**src/design/vic_pkg.sv**
```systemverilog
// Package: constants and types of the vectored interrupt controller
package vic_pkg;
    localparam int NUM_SRC      = 10;
    localparam int NUM_MASKABLE = 9;
    localparam int VEC_W        = 16;

    // Vector table addresses
    localparam logic [15:0] VEC_NMI    = 16'h0004;
    localparam logic [15:0] VEC_WDT    = 16'h0004;
    localparam logic [15:0] VEC_EXT0   = 16'h0006;
    localparam logic [15:0] VEC_EXT1   = 16'h0008;
    localparam logic [15:0] VEC_EXT2   = 16'h000a;
    localparam logic [15:0] VEC_SERRX  = 16'h000c;
    localparam logic [15:0] VEC_SERTX  = 16'h000e;
    localparam logic [15:0] VEC_TMR8   = 16'h0010;
    localparam logic [15:0] VEC_TMR16  = 16'h0012;
    localparam logic [15:0] VEC_ADC    = 16'h0014;
    localparam logic [15:0] VEC_TBL_LO = 16'h0000;
    localparam logic [15:0] VEC_TBL_HI = 16'h0015;

    // Priority levels (pending bit index = level)
    localparam int LVL_WDT   = 0;
    localparam int LVL_EXT0  = 1;
    localparam int LVL_EXT1  = 2;
    localparam int LVL_EXT2  = 3;
    localparam int LVL_SER   = 4;
    localparam int LVL_SERTX = 5;
    localparam int LVL_TMR8  = 6;
    localparam int LVL_TMR16 = 7;
    localparam int LVL_ADC   = 8;

    // Register byte addresses
    localparam logic [7:0] OFF_PEND   = 8'h00;
    localparam logic [7:0] OFF_MASK   = 8'h04;
    localparam logic [7:0] OFF_CTRL   = 8'h08;
    localparam logic [7:0] OFF_EDGE   = 8'h0c;
    localparam logic [7:0] OFF_STAT   = 8'h10;
    localparam logic [7:0] OFF_EVMASK = 8'h14;
    localparam logic [7:0] OFF_VEC    = 8'h18;

    // Field positions and reset values
    localparam int CTRL_GIE_BIT    = 0;
    localparam int CTRL_WDTNMI_BIT = 1;
    localparam logic [8:0]  MASK_RST = 9'h1ff;
    localparam logic [1:0]  CTRL_RST = 2'h0;
    localparam logic [5:0]  EDGE_RST = 6'h00;
    localparam int EV_NMI_BIT = 0;
    localparam int EV_IRQ_BIT = 1;

    typedef enum logic [1:0] {
        VIC_EDGE_NONE,
        VIC_EDGE_RISE,
        VIC_EDGE_FALL,
        VIC_EDGE_BOTH
    } vic_edge_t;

    typedef struct packed {
        logic       req;
        logic       nmi;
        logic [15:0] vector;
    } vic_cpu_req_t;
endpackage

```
**src/design/vic_edge_det.sv**
```systemverilog
// Edge detector for one external request pin
`timescale 1ns/10ps
module vic_edge_det (
    input  wire logic                clock_i, // System clock
    input  wire logic                rst_i,   // Async reset, high
    input  wire logic                pin_i,   // Request pin level
    input  wire vic_pkg::vic_edge_t  sel_i,   // Valid edge choice
    output logic                     hit_o    // One-cycle edge pulse
);
    logic pin_r;
    logic pin_nxt;

    always_comb begin
        pin_nxt = pin_i;
        unique case (sel_i)
            vic_pkg::VIC_EDGE_NONE: hit_o = 1'b0;
            vic_pkg::VIC_EDGE_RISE: hit_o = pin_i & ~pin_r;
            vic_pkg::VIC_EDGE_FALL: hit_o = ~pin_i & pin_r;
            vic_pkg::VIC_EDGE_BOTH: hit_o = pin_i ^ pin_r;
        endcase
    end

    always_ff @(posedge clock_i or posedge rst_i) begin
        if (rst_i) begin
            pin_r <= 1'b0;
        end else begin
            pin_r <= pin_nxt;
        end
    end
endmodule

```
**src/design/vic_prio_enc.sv**
```systemverilog
// Fixed-priority encoder: lowest index wins
`timescale 1ns/10ps
module vic_prio_enc #(
    parameter int N = 9
) (
    input  wire logic [N-1:0]         req_i,   // Qualified requests
    output logic                      any_o,   // Any request
    output logic [$clog2(N)-1:0]      idx_o    // Winning index
);
    initial begin
        if (N < 2) $error("vic_prio_enc needs N of at least 2");
    end

    always_comb begin
        any_o = 1'b0;
        idx_o = '0;
        for (int i = N - 1; i >= 0; i--) begin
            if (req_i[i]) begin
                any_o = 1'b1;
                idx_o = ($clog2(N))'(i);
            end
        end
    end
endmodule

```
**src/design/vic_top.sv**
```systemverilog
// Vectored interrupt controller with APB register access
//
// Function
// - Ten sources: one non-maskable, nine maskable
// - Lowest level number wins among pending
// - Watchdog mode overflow gives NMI at 0004
// - Interval mode overflow gives level 0
// - Three edge pins at levels 1-3
// - Edge choice: rising, falling or both
// - Serial receive and transfer share level 4
// - Serial transmit done at level 5
// - Eight-bit timer match at level 6
// - Sixteen-bit timer match at level 7
// - Conversion done at level 8
// - Vector table spans 0000 to 0015
`timescale 1ns/10ps
module vic_top #(
    parameter int NUM_MASK = 9
) (
    input  wire logic        clock_i,              // System clock
    input  wire logic        rst_i,                // Async reset, high
    input  wire logic        psel_i,               // APB select
    input  wire logic        penable_i,            // APB enable
    input  wire logic        pwrite_i,             // APB direction
    input  wire logic [7:0]  paddr_i,              // APB byte address
    input  wire logic [31:0] pwdata_i,             // APB write data
    output logic [31:0]      prdata_o,             // APB read data
    output logic             pready_o,             // APB ready
    output logic             pslverr_o,            // APB error
    input  wire logic        watchdog_overflow_irq_i, // Watchdog overflow
    input  wire logic        ext_edge_irq_0_i,     // External pin 0
    input  wire logic        ext_edge_irq_1_i,     // External pin 1
    input  wire logic        ext_edge_irq_2_i,     // External pin 2
    input  wire logic        serial_rx_done_irq_i, // Receive done pulse
    input  wire logic        sync_xfer_done_irq_i, // Transfer done pulse
    input  wire logic        serial_tx_done_irq_i, // Transmit done pulse
    input  wire logic        timer8_match_irq_i,   // 8-bit timer match
    input  wire logic        timer16_match_irq_i,  // 16-bit timer match
    input  wire logic        adc_done_irq_i,       // Conversion done
    input  wire logic        cpu_ack_i,            // CPU takes request
    output vic_pkg::vic_cpu_req_t cpu_req_o,       // Request to CPU
    output logic             irq_o                 // Summary interrupt
);
    initial begin
        if (NUM_MASK != vic_pkg::NUM_MASKABLE)
            $error("vic_top supports exactly nine maskable sources");
    end

    localparam int IW = $clog2(NUM_MASK);

    // ------------------------------------------------------------------
    // State
    // ------------------------------------------------------------------
    logic [NUM_MASK-1:0] pend_r, pend_nxt;
    logic [NUM_MASK-1:0] mask_r, mask_nxt;
    logic [1:0]          ctrl_r, ctrl_nxt;
    logic [5:0]          edge_r, edge_nxt;
    logic                nmi_r, nmi_nxt;
    logic [1:0]          stat_r, stat_nxt;
    logic [1:0]          evm_r, evm_nxt;
    logic [31:0]         rdata_r, rdata_nxt;
    vic_pkg::vic_cpu_req_t out_r, out_nxt;

    logic [2:0]          ext_hit;
    logic [2:0]          ext_pin;
    logic [NUM_MASK-1:0] src_set;
    logic [NUM_MASK-1:0] qual;
    logic                any_q;
    logic [IW-1:0]       win_idx;
    logic                wr_acc, rd_acc, rd_setup, mapped;
    logic                wdt_nmi_mode, gie;
    logic [15:0]         vec_tbl [NUM_MASK];

    assign wdt_nmi_mode = ctrl_r[vic_pkg::CTRL_WDTNMI_BIT];
    assign gie          = ctrl_r[vic_pkg::CTRL_GIE_BIT];
    assign ext_pin      = {ext_edge_irq_2_i, ext_edge_irq_1_i,
                           ext_edge_irq_0_i};

    // ------------------------------------------------------------------
    // External edge detection
    // ------------------------------------------------------------------
    for (genvar g = 0; g < 3; g++) begin : g_ext
        vic_edge_det u_edge (
            .clock_i (clock_i),
            .rst_i   (rst_i),
            .pin_i   (ext_pin[g]),
            .sel_i   (vic_pkg::vic_edge_t'(edge_r[2*g +: 2])),
            .hit_o   (ext_hit[g])
        );
    end

    // ------------------------------------------------------------------
    // Source routing onto levels
    // ------------------------------------------------------------------
    always_comb begin
        src_set = '0;
        src_set[vic_pkg::LVL_WDT]   = watchdog_overflow_irq_i
                                      & ~wdt_nmi_mode;
        src_set[vic_pkg::LVL_EXT0]  = ext_hit[0];
        src_set[vic_pkg::LVL_EXT1]  = ext_hit[1];
        src_set[vic_pkg::LVL_EXT2]  = ext_hit[2];
        src_set[vic_pkg::LVL_SER]   = serial_rx_done_irq_i
                                      | sync_xfer_done_irq_i;
        src_set[vic_pkg::LVL_SERTX] = serial_tx_done_irq_i;
        src_set[vic_pkg::LVL_TMR8]  = timer8_match_irq_i;
        src_set[vic_pkg::LVL_TMR16] = timer16_match_irq_i;
        src_set[vic_pkg::LVL_ADC]   = adc_done_irq_i;
    end

    // Vector table; every entry lies inside 0000..0015
    always_comb begin
        vec_tbl[vic_pkg::LVL_WDT]   = vic_pkg::VEC_WDT;
        vec_tbl[vic_pkg::LVL_EXT0]  = vic_pkg::VEC_EXT0;
        vec_tbl[vic_pkg::LVL_EXT1]  = vic_pkg::VEC_EXT1;
        vec_tbl[vic_pkg::LVL_EXT2]  = vic_pkg::VEC_EXT2;
        vec_tbl[vic_pkg::LVL_SER]   = vic_pkg::VEC_SERRX;
        vec_tbl[vic_pkg::LVL_SERTX] = vic_pkg::VEC_SERTX;
        vec_tbl[vic_pkg::LVL_TMR8]  = vic_pkg::VEC_TMR8;
        vec_tbl[vic_pkg::LVL_TMR16] = vic_pkg::VEC_TMR16;
        vec_tbl[vic_pkg::LVL_ADC]   = vic_pkg::VEC_ADC;
    end

    assign qual = pend_r & ~mask_r & {NUM_MASK{gie}};

    vic_prio_enc #(
        .N (NUM_MASK)
    ) u_prio (
        .req_i (qual),
        .any_o (any_q),
        .idx_o (win_idx)
    );

    // ------------------------------------------------------------------
    // APB decode
    // ------------------------------------------------------------------
    assign wr_acc = psel_i & penable_i & pwrite_i;
    assign rd_acc = psel_i & penable_i & ~pwrite_i;
    assign rd_setup = psel_i & ~penable_i & ~pwrite_i;
    always_comb begin
        unique case (paddr_i)
            vic_pkg::OFF_PEND, vic_pkg::OFF_MASK, vic_pkg::OFF_CTRL,
            vic_pkg::OFF_EDGE, vic_pkg::OFF_STAT, vic_pkg::OFF_EVMASK,
            vic_pkg::OFF_VEC: mapped = 1'b1;
            default:          mapped = 1'b0;
        endcase
    end
    assign pready_o  = 1'b1;
    assign pslverr_o = psel_i & penable_i & ~mapped;
    assign prdata_o  = rdata_r;

    // ------------------------------------------------------------------
    // Next state
    // ------------------------------------------------------------------
    always_comb begin
        pend_nxt  = pend_r;
        mask_nxt  = mask_r;
        ctrl_nxt  = ctrl_r;
        edge_nxt  = edge_r;
        nmi_nxt   = nmi_r;
        stat_nxt  = stat_r;
        evm_nxt   = evm_r;
        rdata_nxt = 32'h0000_0000;
        out_nxt   = out_r;

        // Register writes; software clear of a pending bit is write-1
        if (wr_acc) begin
            unique case (paddr_i)
                vic_pkg::OFF_PEND:   pend_nxt = pend_r
                                         & ~pwdata_i[NUM_MASK-1:0];
                vic_pkg::OFF_MASK:   mask_nxt = pwdata_i[NUM_MASK-1:0];
                vic_pkg::OFF_CTRL:   ctrl_nxt = pwdata_i[1:0];
                vic_pkg::OFF_EDGE:   edge_nxt = pwdata_i[5:0];
                vic_pkg::OFF_EVMASK: evm_nxt  = pwdata_i[1:0];
                default: ;
            endcase
        end
        if (rd_acc && paddr_i == vic_pkg::OFF_STAT) stat_nxt = 2'h0;

        // CPU acceptance retires the request that was presented
        if (cpu_ack_i && out_r.req) begin
            if (out_r.nmi) nmi_nxt = 1'b0;
            else pend_nxt[win_idx] = 1'b0;
        end

        // Hardware sets win over any clear in the same cycle
        pend_nxt = pend_nxt | src_set;
        if (watchdog_overflow_irq_i && wdt_nmi_mode) nmi_nxt = 1'b1;

        // NMI bypasses masks and global enable
        if (nmi_nxt) begin
            out_nxt.req    = 1'b1;
            out_nxt.nmi    = 1'b1;
            out_nxt.vector = vic_pkg::VEC_NMI;
        end else if (|(pend_nxt & ~mask_nxt & {NUM_MASK{ctrl_nxt[0]}}))
        begin
            out_nxt.req    = 1'b1;
            out_nxt.nmi    = 1'b0;
            out_nxt.vector = vic_pkg::VEC_TBL_LO;
            for (int i = NUM_MASK - 1; i >= 0; i--) begin
                if (pend_nxt[i] && !mask_nxt[i] && ctrl_nxt[0])
                    out_nxt.vector = vec_tbl[i];
            end
        end else begin
            out_nxt.req    = 1'b0;
            out_nxt.nmi    = 1'b0;
            out_nxt.vector = vic_pkg::VEC_TBL_LO;
        end

        // Sticky event status for the summary interrupt
        if (watchdog_overflow_irq_i && wdt_nmi_mode)
            stat_nxt[vic_pkg::EV_NMI_BIT] = 1'b1;
        if (|src_set)
            stat_nxt[vic_pkg::EV_IRQ_BIT] = 1'b1;

        // Latched in setup so it stands through the access cycle; next
        // values keep events of that edge, later ones survive the clear
        if (rd_setup) begin
            unique case (paddr_i)
                vic_pkg::OFF_PEND:   rdata_nxt = 32'(pend_nxt);
                vic_pkg::OFF_MASK:   rdata_nxt = 32'(mask_nxt);
                vic_pkg::OFF_CTRL:   rdata_nxt = 32'(ctrl_nxt);
                vic_pkg::OFF_EDGE:   rdata_nxt = 32'(edge_nxt);
                vic_pkg::OFF_STAT:   rdata_nxt = 32'(stat_nxt);
                vic_pkg::OFF_EVMASK: rdata_nxt = 32'(evm_nxt);
                vic_pkg::OFF_VEC:    rdata_nxt = 32'(out_nxt.vector);
                default:             rdata_nxt = 32'h0000_0000;
            endcase
        end
    end

    always_ff @(posedge clock_i or posedge rst_i) begin
        if (rst_i) begin
            pend_r  <= '0;
            mask_r  <= vic_pkg::MASK_RST;
            ctrl_r  <= vic_pkg::CTRL_RST;
            edge_r  <= vic_pkg::EDGE_RST;
            nmi_r   <= 1'b0;
            stat_r  <= 2'h0;
            evm_r   <= 2'h0;
            rdata_r <= 32'h0000_0000;
            out_r   <= '0;
        end else begin
            pend_r  <= pend_nxt;
            mask_r  <= mask_nxt;
            ctrl_r  <= ctrl_nxt;
            edge_r  <= edge_nxt;
            nmi_r   <= nmi_nxt;
            stat_r  <= stat_nxt;
            evm_r   <= evm_nxt;
            rdata_r <= rdata_nxt;
            out_r   <= out_nxt;
        end
    end

    assign cpu_req_o = out_r;
    assign irq_o     = |(stat_r & ~evm_r);
endmodule

```
**config.mk**
```make
export PLATFORM = sky130hd
export DESIGN_NAME = vic_top
export DESIGN_NICKNAME = d
export VERILOG_FILES = /design/src/design/vic_pkg.sv /design/src/design/vic_edge_det.sv /design/src/design/vic_prio_enc.sv /design/src/design/vic_top.sv
export SDC_FILE = /design/constraint.sdc
export NUM_CORES = 1
export LEC_CHECK = 0
export BUFFER_PORTS_ARGS = -buffer_cell sky130_fd_sc_hd__buf_2
export CAP_MARGIN = 0
export CORE_UTILIZATION = 30
export DETAILED_ROUTE_END_ITERATION = 10
export PLACE_DENSITY = 0.63
export SLEW_MARGIN = 5
export SYNTH_ARGS = -nofsm -noshare
export SYNTH_HDL_FRONTEND = slang
export SYNTH_SLANG_ARGS = --single-unit
```
**constraint.sdc**
```tcl
create_clock -name clock_i -period 6.6 [get_ports clock_i]
set_clock_uncertainty 0.05 [all_clocks]
set_input_delay 0.66 -clock clock_i [delete_from_list [all_inputs] [get_ports clock_i]]
set_output_delay 0.66 -clock clock_i [all_outputs]
set_load 0.1 [all_outputs]
```
==> results of run 1 <==
-- routing by layer --
layer / track usage, % / wire [um] / share of wire, %
met2: 24.0 / 3630 / 46
met3: 2.63 / 517 / 6.6
met4: 3.06 / 61 / 0.78
met1: 19.9 / 3630 / 46
met5: 0 / 0 / 0
-- stage by stage --
stage                     utilization (%)  power (mW)
after floorplan                         -       0.503
after global placement               33.8       0.517
after detailed placement             33.8       0.519
after CTS                            34.8       0.702
after global routing                 34.8       0.727
final                                34.8       0.697
-- layout by cell type (no fill, tap or decap), types with 13 or more instances in the layout --
master   synthesis  layout
buf_2            2      49
nand2_1         40      40
dfrtp_1         39      39
conb_1           2      36
nor2_1          29      29
inv_1           19      18
mux2_2          15      15
nand3_1         13      13
o21ai_0         13      13
a21oi_1         13      13
-- worst paths after layout --
check | from | end | slack [ns] | cells after the start
min reg2reg | stat_r[0]$_DFF_PP0_ | stat_r[0]$_DFF_PP0_ | 0.47 | 2
max in group asynchronous | rst_i | pend_r[0]$_DFF_PP0_ | 5.35 | 2
min in group asynchronous | rst_i | g_ext[2].u_edge.pin_r$_DFF_PP0_ | 0.53 | 2
min | ext_edge_irq_1_i | g_ext[1].u_edge.pin_r$_DFF_PP0_ | 0.43 | 1
max reg2reg | mask_r[4]$_DFF_PP1_ | prdata_o[2]$_DFF_PP0_ | 3.79 | 9
max | psel_i | prdata_o[2]$_DFF_PP0_ | 3.62 | 10
-- cells in the mapped netlist, drive strengths merged (7+ instances only) --
cell / count
nor2: 29
o21ai: 13
nand3: 13
buf: 40
inv: 19
nand2b: 11
nor2b: 11
a21oi: 13
mux2: 16
dfstp: 9
nand2: 40
mux2i: 7
dfrtp: 39
-- state kept, by name, summed over array words and instances, names as in the netlist, 3 cells and up --
signal,flops
g_ext.u_edge.pin_r,3
prdata_o,9
mask_r,9
pend_r,9
edge_r,6
cpu_req_o,5
-- cell type report --
cell class                 instances  area (um^2)  share of cell area [%]
inverter                          19         71.3                    2.06
multi-input combinational        259         1670                    48.2
sequential                        48         1210                    35.0
clock inverter                     3         21.3                   0.615
clock buffer                       5         68.8                    1.99
tap                              133          166                    4.81
timing repair buffer              50          253                    7.31
-- power breakdown --
group | internal [mW] | leakage, nW | switching [mW]
registers | 0.305 | 0.576 | 0.00628
clock network | 0.0754 | 0.0445 | 0.108
logic | 0.0312 | 1.00 | 0.171
total | 0.412 | 1.62 | 0.285
-- kinds of logic after synthesis --
logic type | after synthesis
AO/OA/AOI/OAI | 65
adder cells (fa/ha/maj) | 6
multiplexers | 23
flip-flops | 48
buffers and inverters | 61
AND/OR/NAND/NOR | 129
other | 2
-- worst max-delay path, delay by kind of cell --
family                 cells  cell delay, ns
and+or+nand+nor            4            1.19
AOI/OAI and AO/OA          5            1.15
buffers and inverters      1            0.11
==> results_dict.tcl, run 1 <==
set metrics [dict create \
    synth_top_family_by_area "simple AND/OR/NAND/NOR gates" \
    setup_tns_ns 0 \
    drt-wirelength-per-cell_um 15.2 \
    start_kind "input pin" \
    hold_buffers 0 \
    die_area_um2 10800 \
    grt_util_all_layers_pct 14.6 \
    drive_above_1_share_pct 26.8 \
    cts_buffer_depth 2 \
    crit_fanout 10 \
    vias_per_cell 4.83 \
    worstPathCellList "buf_2 > and3_1 > and4_1 > o2111ai_1 > o21ai_0 > nor3_1 > a211o_1 > o21bai_4 > a221oi_2 > nor2_1" \
    rsz0062_at_grt "false" \
    avgSynthCellArea_um2 9.36 \
    grt_pass1_vias 2380 \
    gp_congestion 0.899 \
    synth_area_um2 3130 \
    cts_tree "yes" \
    synth_edf_count 0 \
    p_leak_nw 1.62 \
    dieWidth_um 104 \
    grt.overflow.total 0 \
    drt_pass1_iterations 4 \
    synth_xor_area_share_pct 0 \
    crit_type "input pin to flop" \
    clkSlewWorstSetupHoldPaths_ns 0.10 \
    synthMuxAreaShare_pct 8.13 \
    yosysUniqueCellTypes 63 \
    place_area_um2 3370 \
    dp_slack_ns 3.32 \
    fin_ws_ns 3.62 \
    via_count 2495 \
    ir_drop_v 0.0000943 \
    insertion_delay_ns 0.31 \
    synth_warnings 0 \
    rows 36 \
    ys_ff_latch 48 \
    critPathCaptureType "flop" \
    yosysTopAreaCellShare_pct 31.2 \
    synthSimpleGateAreaFrac_pct 22.1 \
    crit_required_ns 6.73 \
    cts.sinks 48 \
    io-pin-count 109 \
    powerDensity_nw_per_um2 201 \
    setup_violations 0 \
    crit_slowest_cell "and4_1" \
    clock-root-buffer "clkbuf_8" \
    antenna-diode-count 0 \
    crit_path_max_incr_delay_ns 0.53 \
    hpwl_um 6040 \
    post-cts-setup-buffers 0 \
    synthArstFlopShare_pct 100 \
    outcome "finished clean" \
    grt_pass1_wl_um 12500 \
    drtIter0Drc 109 \
    worstMarginPinSlew_ns 0.995 \
    stdcell_area_um2 3460 \
    drc 0 \
    syn_inst 334 \
    fp.dieH_um 104 \
    area_growth_pct 10.7 \
    antenna_found_initial 0 \
    holdWs_ns 0.429 \
    port_buffers 49 \
    grt_max_degree 49 \
    synth_compound_area_share_pct 16.4 \
    initial_core_util_pct 31.4 \
    ctsResizeCount 0 \
    drtAntennaViolNets 0 \
    seq_area_frac_synth_pct 38.8 \
    hold_path.class "input pin to flop" \
    drv_slew 0 \
    fmax_ghz 0.335 \
    cts_inserted_buffers 5 \
    yosys-top-cells-area "dfrtp_1 31%, buf_4 9.1%, dfstp_2 7.6%" \
    core-area_um2 9950 \
    timing.slew.headroom_pct 33.6 \
    fin_crit_sh_pct 45.2 \
    final_nets 445 \
    instances_no_fill 517 \
    dp.cells 509 \
    yosys.area_share.adder_pct 2.40 \
    synth_ff_type "dfrtp_1" \
    cts_max_level 2 \
    hold_violations 0 \
    drt-total-wl_um 7840 \
    maxCapViolations 0 \
    cp.arrival_ns 3.12 \
    period_needed_ns 2.98 \
    synth_top_cell_by_area "dfrtp_1" \
    fillers 1064 \
]
Power figures use the tool's default switching activity.
==> inputs of run 2 (changes only) <==
--- a/config.mk
+++ b/config.mk
@@ -9,7 +9,7 @@
 export CAP_MARGIN = 0
 export CORE_UTILIZATION = 30
 export DETAILED_ROUTE_END_ITERATION = 10
-export PLACE_DENSITY = 0.63
+export PLACE_DENSITY = 0.64
 export SLEW_MARGIN = 5
 export SYNTH_ARGS = -nofsm -noshare
 export SYNTH_HDL_FRONTEND = slang
==> constraint.sdc (replaced) <==
create_clock -name clock_i -period 2.42 [get_ports clock_i]
set_clock_uncertainty 0.05 [all_clocks]
set_input_delay 0.242 -clock clock_i [delete_from_list [all_inputs] [get_ports clock_i]]
set_output_delay 0.242 -clock clock_i [all_outputs]
set_load 0.1 [all_outputs]
==> results_dict.tcl, run 2 (same netlist as run 1, synthesis figures left out) <==
set metrics [dict create \
    initial_core_util_pct 31.4 \
    start_kind "flop" \
    fillers 988 \
    crit_fanout 4 \
    period_needed_ns 2.58 \
    vias_per_cell 4.84 \
    cts_max_level 2 \
    fp.dieH_um 104 \
    p_seq_share_pct 40.8 \
    critPathCaptureType "flop" \
    antenna-diode-count 0 \
    place_area_um2 3720 \
    hold_violations 0 \
    final_cell_mix "49 x buf_2, 46 x buf_4, 38 x nand2_1, 38 x dfrtp_1, 36 x conb_1" \
    fin_crit_sh_pct 107 \
    violations "setup timing" \
    cts_tree "yes" \
    clock-root-buffer "clkbuf_8" \
    grt.overflow.total 0 \
    stdcell_area_um2 4050 \
    grt_util_all_layers_pct 15.8 \
    p_int_mw 1.29 \
    p_comb_share_pct 31.1 \
    cts_buffer_depth 2 \
    port_buffers 49 \
    drt-wirelength-per-cell_um 14.8 \
    grt_pass1_vias 2760 \
    reg2reg_depth 9 \
    layout_commonest_cell "buf_2" \
    drv_slew 0 \
    worstReg2RegStart "mask_r[3]$_DFF_PP1_" \
    ir_drop_v 0.000207 \
    maxCapViolations 0 \
    drc 0 \
    crit_type "flop to flop" \
    timing.slew.headroom_pct 60.6 \
    drt-total-wl_um 8380 \
    insertion_delay_ns 0.31 \
    antenna_found_initial 0 \
    p_leak_nw 1.93 \
    setup_tns_ns -0.421 \
    min_from "ext_edge_irq_2_i" \
    gp_congestion 0.890 \
    swShare_pct 38.0 \
    crit_required_ns 2.57 \
    io-pin-count 109 \
    fmax_ghz 0.388 \
    timing.rr.end "prdata_o[2]$_DFF_PP0_" \
    powerDensity_nw_per_um2 515 \
    clkSlewWorstSetupHoldPaths_ns 0.09 \
    drive_above_1_share_pct 40.0 \
    hold_path.class "input pin to flop" \
    worstMarginPinSlew_ns 0.585 \
    grt_pass1_wl_um 13700 \
    area_growth_pct 29.6 \
    cts.sinks 48 \
    outcome "complete, but fails checks" \
    drt_pass1_iterations 4 \
    drtAntennaViolNets 0 \
    rsz0062_at_grt "true" \
    grt_max_degree 26 \
    hpwl_um 6570 \
    cp.arrival_ns 2.73 \
    p_clk_share_pct 28.1 \
    die_area_um2 10800 \
    via_count 2739 \
    rrSetupSlack_ns -0.16 \
    fin_ws_ns -0.159 \
    rows 36 \
    setup_violations 7 \
    final_nets 494 \
    cts_inserted_buffers 5 \
    dieWidth_um 104 \
    drtIter0Drc 164 \
    worstHoldEndpoint "g_ext[2].u_edge.pin_r$_DFF_PP0_" \
    holdWs_ns 0.0203 \
    hold_depth 1 \
    switching_power_uw 792 \
    core-area_um2 9950 \
]
==> run 2: cell types whose count changed in the layout (fill, tap and decap cells not counted), sizes merged <==
cell,previous run,this run
dlygate4sd3,0,1
buf,50,98
inv,20,19
bufinv,0,1
==> run 2: how the worst max path moves through the flow <==
stage                                  startpoint               endpoint  slack (ns)  depth (start not counted)
after CTS                     mask_r[4]$_DFF_PP1_  prdata_o[2]$_DFF_PP0_       -0.17                          9
after global placement        mask_r[4]$_DFF_PP1_  prdata_o[2]$_DFF_PP0_       -0.17                          9
after global routing          mask_r[3]$_DFF_PP1_  prdata_o[2]$_DFF_PP0_       -0.28                          9
final                         mask_r[3]$_DFF_PP1_  prdata_o[2]$_DFF_PP0_       -0.16                          9
after detailed placement      mask_r[4]$_DFF_PP1_  prdata_o[3]$_DFF_PP0_       -0.16                          9
after floorplan           cpu_req_o[17]$_DFF_PP0_  prdata_o[4]$_DFF_PP0_       -0.02                          9
==> run 2: layout make-up <==
cell class | count | area (um^2) | area share (%)
clock buffer | 5 | 68.8 | 1.70
clock inverter | 3 | 42.5 | 1.05
inverter | 19 | 71.3 | 1.76
multi-input combinational | 259 | 1840 | 45.5
sequential | 48 | 1220 | 30.0
tap | 133 | 166 | 4.11
timing repair buffer | 99 | 643 | 15.9
==> run 2: critical path, cell delays in order, from the launching register on <==
cell and delay, ns:
dfstp_2 0.56, nor2b_4 0.06, a2111oi_4 0.37, a311oi_2 0.24, nor4_2 0.26, nor3_1 0.11
a211o_1 0.33, o21bai_4 0.19, a221oi_2 0.24, nor2_1 0.06
==> run 2: per-layer routing <==
layer / vias to the layer above / share of wire [%] / routed length (um) / GRT usage (%)
met4: 0 / 1.5 / 127 / 4.49
met3: 12 / 6.9 / 581 / 3.26
met5: - / 0 / 0 / 0
met1: 1331 / 44 / 3650 / 20.4
li1: 1296 / - / - / -
met2: 100 / 48 / 4020 / 26.6
==> run 2: timing repair <==
item	CTS	global route
setup buffers	1	2
endpoints found under the setup margin	7	10
cloned	0	0
pin swaps	3	8
hold endpoints to repair	19	0
gates resized for setup	16	19
hold buffers	1	0
==> run 2: power by group through the flow <==
stage          combinational (mW)  sequential [mW]  clock, mW
2_1_floorplan               0.458            0.916          0
3_3_place_gp                0.609            0.864          0
3_5_place_dp                0.615            0.865          0
4_1_cts                     0.640            0.850      0.606
5_1_grt                     0.682            0.856      0.632
6_report                    0.649            0.851      0.586
==> run 2: stage by stage <==
| step | util (%) | worst slack (ns) | power [mW] | instances |
|---|---|---|---|---|
| 2_1_floorplan | - | -0.0156 | 1.37 | 368 |
| 3_3_place_gp | 37.4 | -0.167 | 1.47 | 554 |
| 3_5_place_dp | 37.4 | -0.157 | 1.48 | 554 |
| 4_1_cts | 39.7 | -0.169 | 2.10 | 564 |
| 5_1_grt | 40.7 | -0.282 | 2.17 | 566 |
| 6_report | 40.7 | -0.159 | 2.09 | 566 |
==> inputs of run 3 (changes only) <==
--- a/config.mk
+++ b/config.mk
@@ -9,7 +9,7 @@
 export CAP_MARGIN = 0
 export CORE_UTILIZATION = 30
 export DETAILED_ROUTE_END_ITERATION = 10
-export PLACE_DENSITY = 0.64
+export PLACE_DENSITY = 0.63
 export SLEW_MARGIN = 5
 export SYNTH_ARGS = -nofsm -noshare
 export SYNTH_HDL_FRONTEND = slang
==> constraint.sdc (replaced) <==
create_clock -name clock_i -period 3 [get_ports clock_i]
set_clock_uncertainty 0.05 [all_clocks]
set_input_delay 0.3 -clock clock_i [delete_from_list [all_inputs] [get_ports clock_i]]
set_output_delay 0.3 -clock clock_i [all_outputs]
set_load 0.1 [all_outputs]
==> results_dict.tcl, run 3 (same netlist as run 1, synthesis figures left out) <==
set metrics [dict create \
    crit_required_ns 3.14 \
    drc 0 \
    grt_pass1_wl_um 12800 \
    crit_start "mask_r[4]$_DFF_PP1_" \
    p_leak_nw 1.66 \
    grt_pass1_vias 2445 \
    critPathCaptureType "flop" \
    powerDensity_nw_per_um2 463 \
    p_int_uw 993 \
    fmax_ghz 0.348 \
    grt_max_degree 49 \
    cp.arrival_ns 3.01 \
    top_layer_used "met4" \
    drive_above_1_share_pct 27.4 \
    drt-wirelength-per-cell_um 15.4 \
    crit_type "flop to flop" \
    hold_path.class "input pin to flop" \
    fp.dieH_um 104 \
    drt-total-wl_um 8000 \
    via_count 2534 \
    worstReg2RegStart "mask_r[4]$_DFF_PP1_" \
    p_seq_share_pct 42.1 \
    min_from "ext_edge_irq_2_i" \
    cts_max_level 2 \
    port_buffers 49 \
    final_nets 448 \
    wl_met2_um 3850 \
    drv_slew 0 \
    drt_pass1_iterations 4 \
    dieWidth_um 104 \
    grt.overflow.total 0 \
    swShare_pct 39.1 \
    io-pin-count 109 \
    gp_congestion 0.880 \
    p_comb_share_pct 27.8 \
    cts_tree "yes" \
    drtAntennaViolNets 0 \
    met3_length_um 502 \
    grt_util_all_layers_pct 15.0 \
    area_growth_pct 12.6 \
    insertion_delay_ns 0.32 \
    place_area_um2 3390 \
    post-route-util_pct 35.3 \
    hold_buffers 0 \
    antenna-diode-count 0 \
    die_area_um2 10800 \
    start_kind "flop" \
    hold_violations 0 \
    setup_tns_ns 0 \
    vias_per_cell 4.87 \
    ir_drop_v 0.000185 \
    timing.slew.headroom_pct 30.6 \
    p_clk_share_pct 30.2 \
    crit_fanout 4 \
    drtIter0Drc 131 \
    core-area_um2 9950 \
    fin_crit_sh_pct 95.7 \
    worstMarginPinSlew_ns 1.04 \
    rows 36 \
    fin_ws_ns 0.128 \
    setup_violations 0 \
    stdcell_area_um2 3520 \
    layout_commonest_cell "buf_2" \
    dp_slack_ns 0.154 \
    clock-root-buffer "clkbuf_8" \
    clkSlewWorstSetupHoldPaths_ns 0.10 \
    cts_buffer_depth 2 \
    initial_core_util_pct 31.4 \
    hpwl_um 6080 \
    period_needed_ns 2.87 \
    switching_power_uw 636 \
    met1_length_um 3590 \
    antenna_found_initial 0 \
    cts_inserted_buffers 5 \
    outcome "finished clean" \
    final_cell_mix "49 x buf_2, 40 x nand2_1, 39 x dfrtp_1" \
    maxCapViolations 0 \
    cts.sinks 48 \
]
==> run 3: cell type report <==
class / count / area [um^2]
Clock buffer: 5 / 68.8
Clock inverter: 3 / 46.3
Fill cell: 1040 / 6440
Inverter: 19 / 71.3
Multi-Input combinational cell: 259 / 1680
Sequential cell: 48 / 1210
Tap cell: 133 / 166
Timing Repair Buffer: 53 / 275
==> run 3: power by group through the flow <==
stage / logic [mW] / clock network [mW] / registers, mW
after floorplan: 0.370 / 0 / 0.737
after global routing: 0.475 / 0.529 / 0.689
final: 0.453 / 0.492 / 0.685
after detailed placement: 0.447 / 0 / 0.698
after CTS: 0.449 / 0.500 / 0.685
after global placement: 0.442 / 0 / 0.697
==> run 3: per-stage QoR <==
stage / std cells / power, mW / hold slack, ns
after floorplan: 368 / 1.11 / 0.281
after global placement: 512 / 1.14 / 0.390
after detailed placement: 512 / 1.14 / 0.392
after CTS: 520 / 1.63 / 0.0635
after global routing: 520 / 1.69 / 0.0557
final: 520 / 1.63 / 0.0650
==> run 3: repair_timing <==
item                       4_1_cts  5_1_grt
resized for setup                0        1
setup buffers                    0        0
setup endpoints to repair        0        1
==> run 3: final timing paths <==
| path | slack [ns] | endpoint | cells past startpoint |
|---|---|---|---|
| max in group asynchronous | 2.07 | nmi_r$_DFF_PP0_ | 2 |
| max reg2reg | 0.13 | prdata_o[2]$_DFF_PP0_ | 9 |
| min | 0.07 | g_ext[2].u_edge.pin_r$_DFF_PP0_ | 1 |
| min in group asynchronous | 0.18 | g_ext[2].u_edge.pin_r$_DFF_PP0_ | 2 |
| min reg2reg | 0.46 | stat_r[0]$_DFF_PP0_ | 2 |
| max | 0.13 | prdata_o[2]$_DFF_PP0_ | 9 |
==> run 3: worst max-delay path: stages (launching register included) <==
cell and delay (ns):
dfstp_2 0.55, nand2b_2 0.14, nand3_1 0.17, a221o_1 0.50, nor4_2 0.35, nor3_1 0.12, a211o_1 0.36, o21bai_4 0.20
a221oi_2 0.25, nor2_1 0.06
==> run 3: metal layers <==
| metal | vias up | global-route usage, % |
|---|---|---|
| met3 | 9 | 3.45 |
| met5 | - | 0 |
| met1 | 1217 | 20.4 |
| met4 | 0 | 3.16 |
| li1 | 1204 | - |
| met2 | 104 | 24.3 |
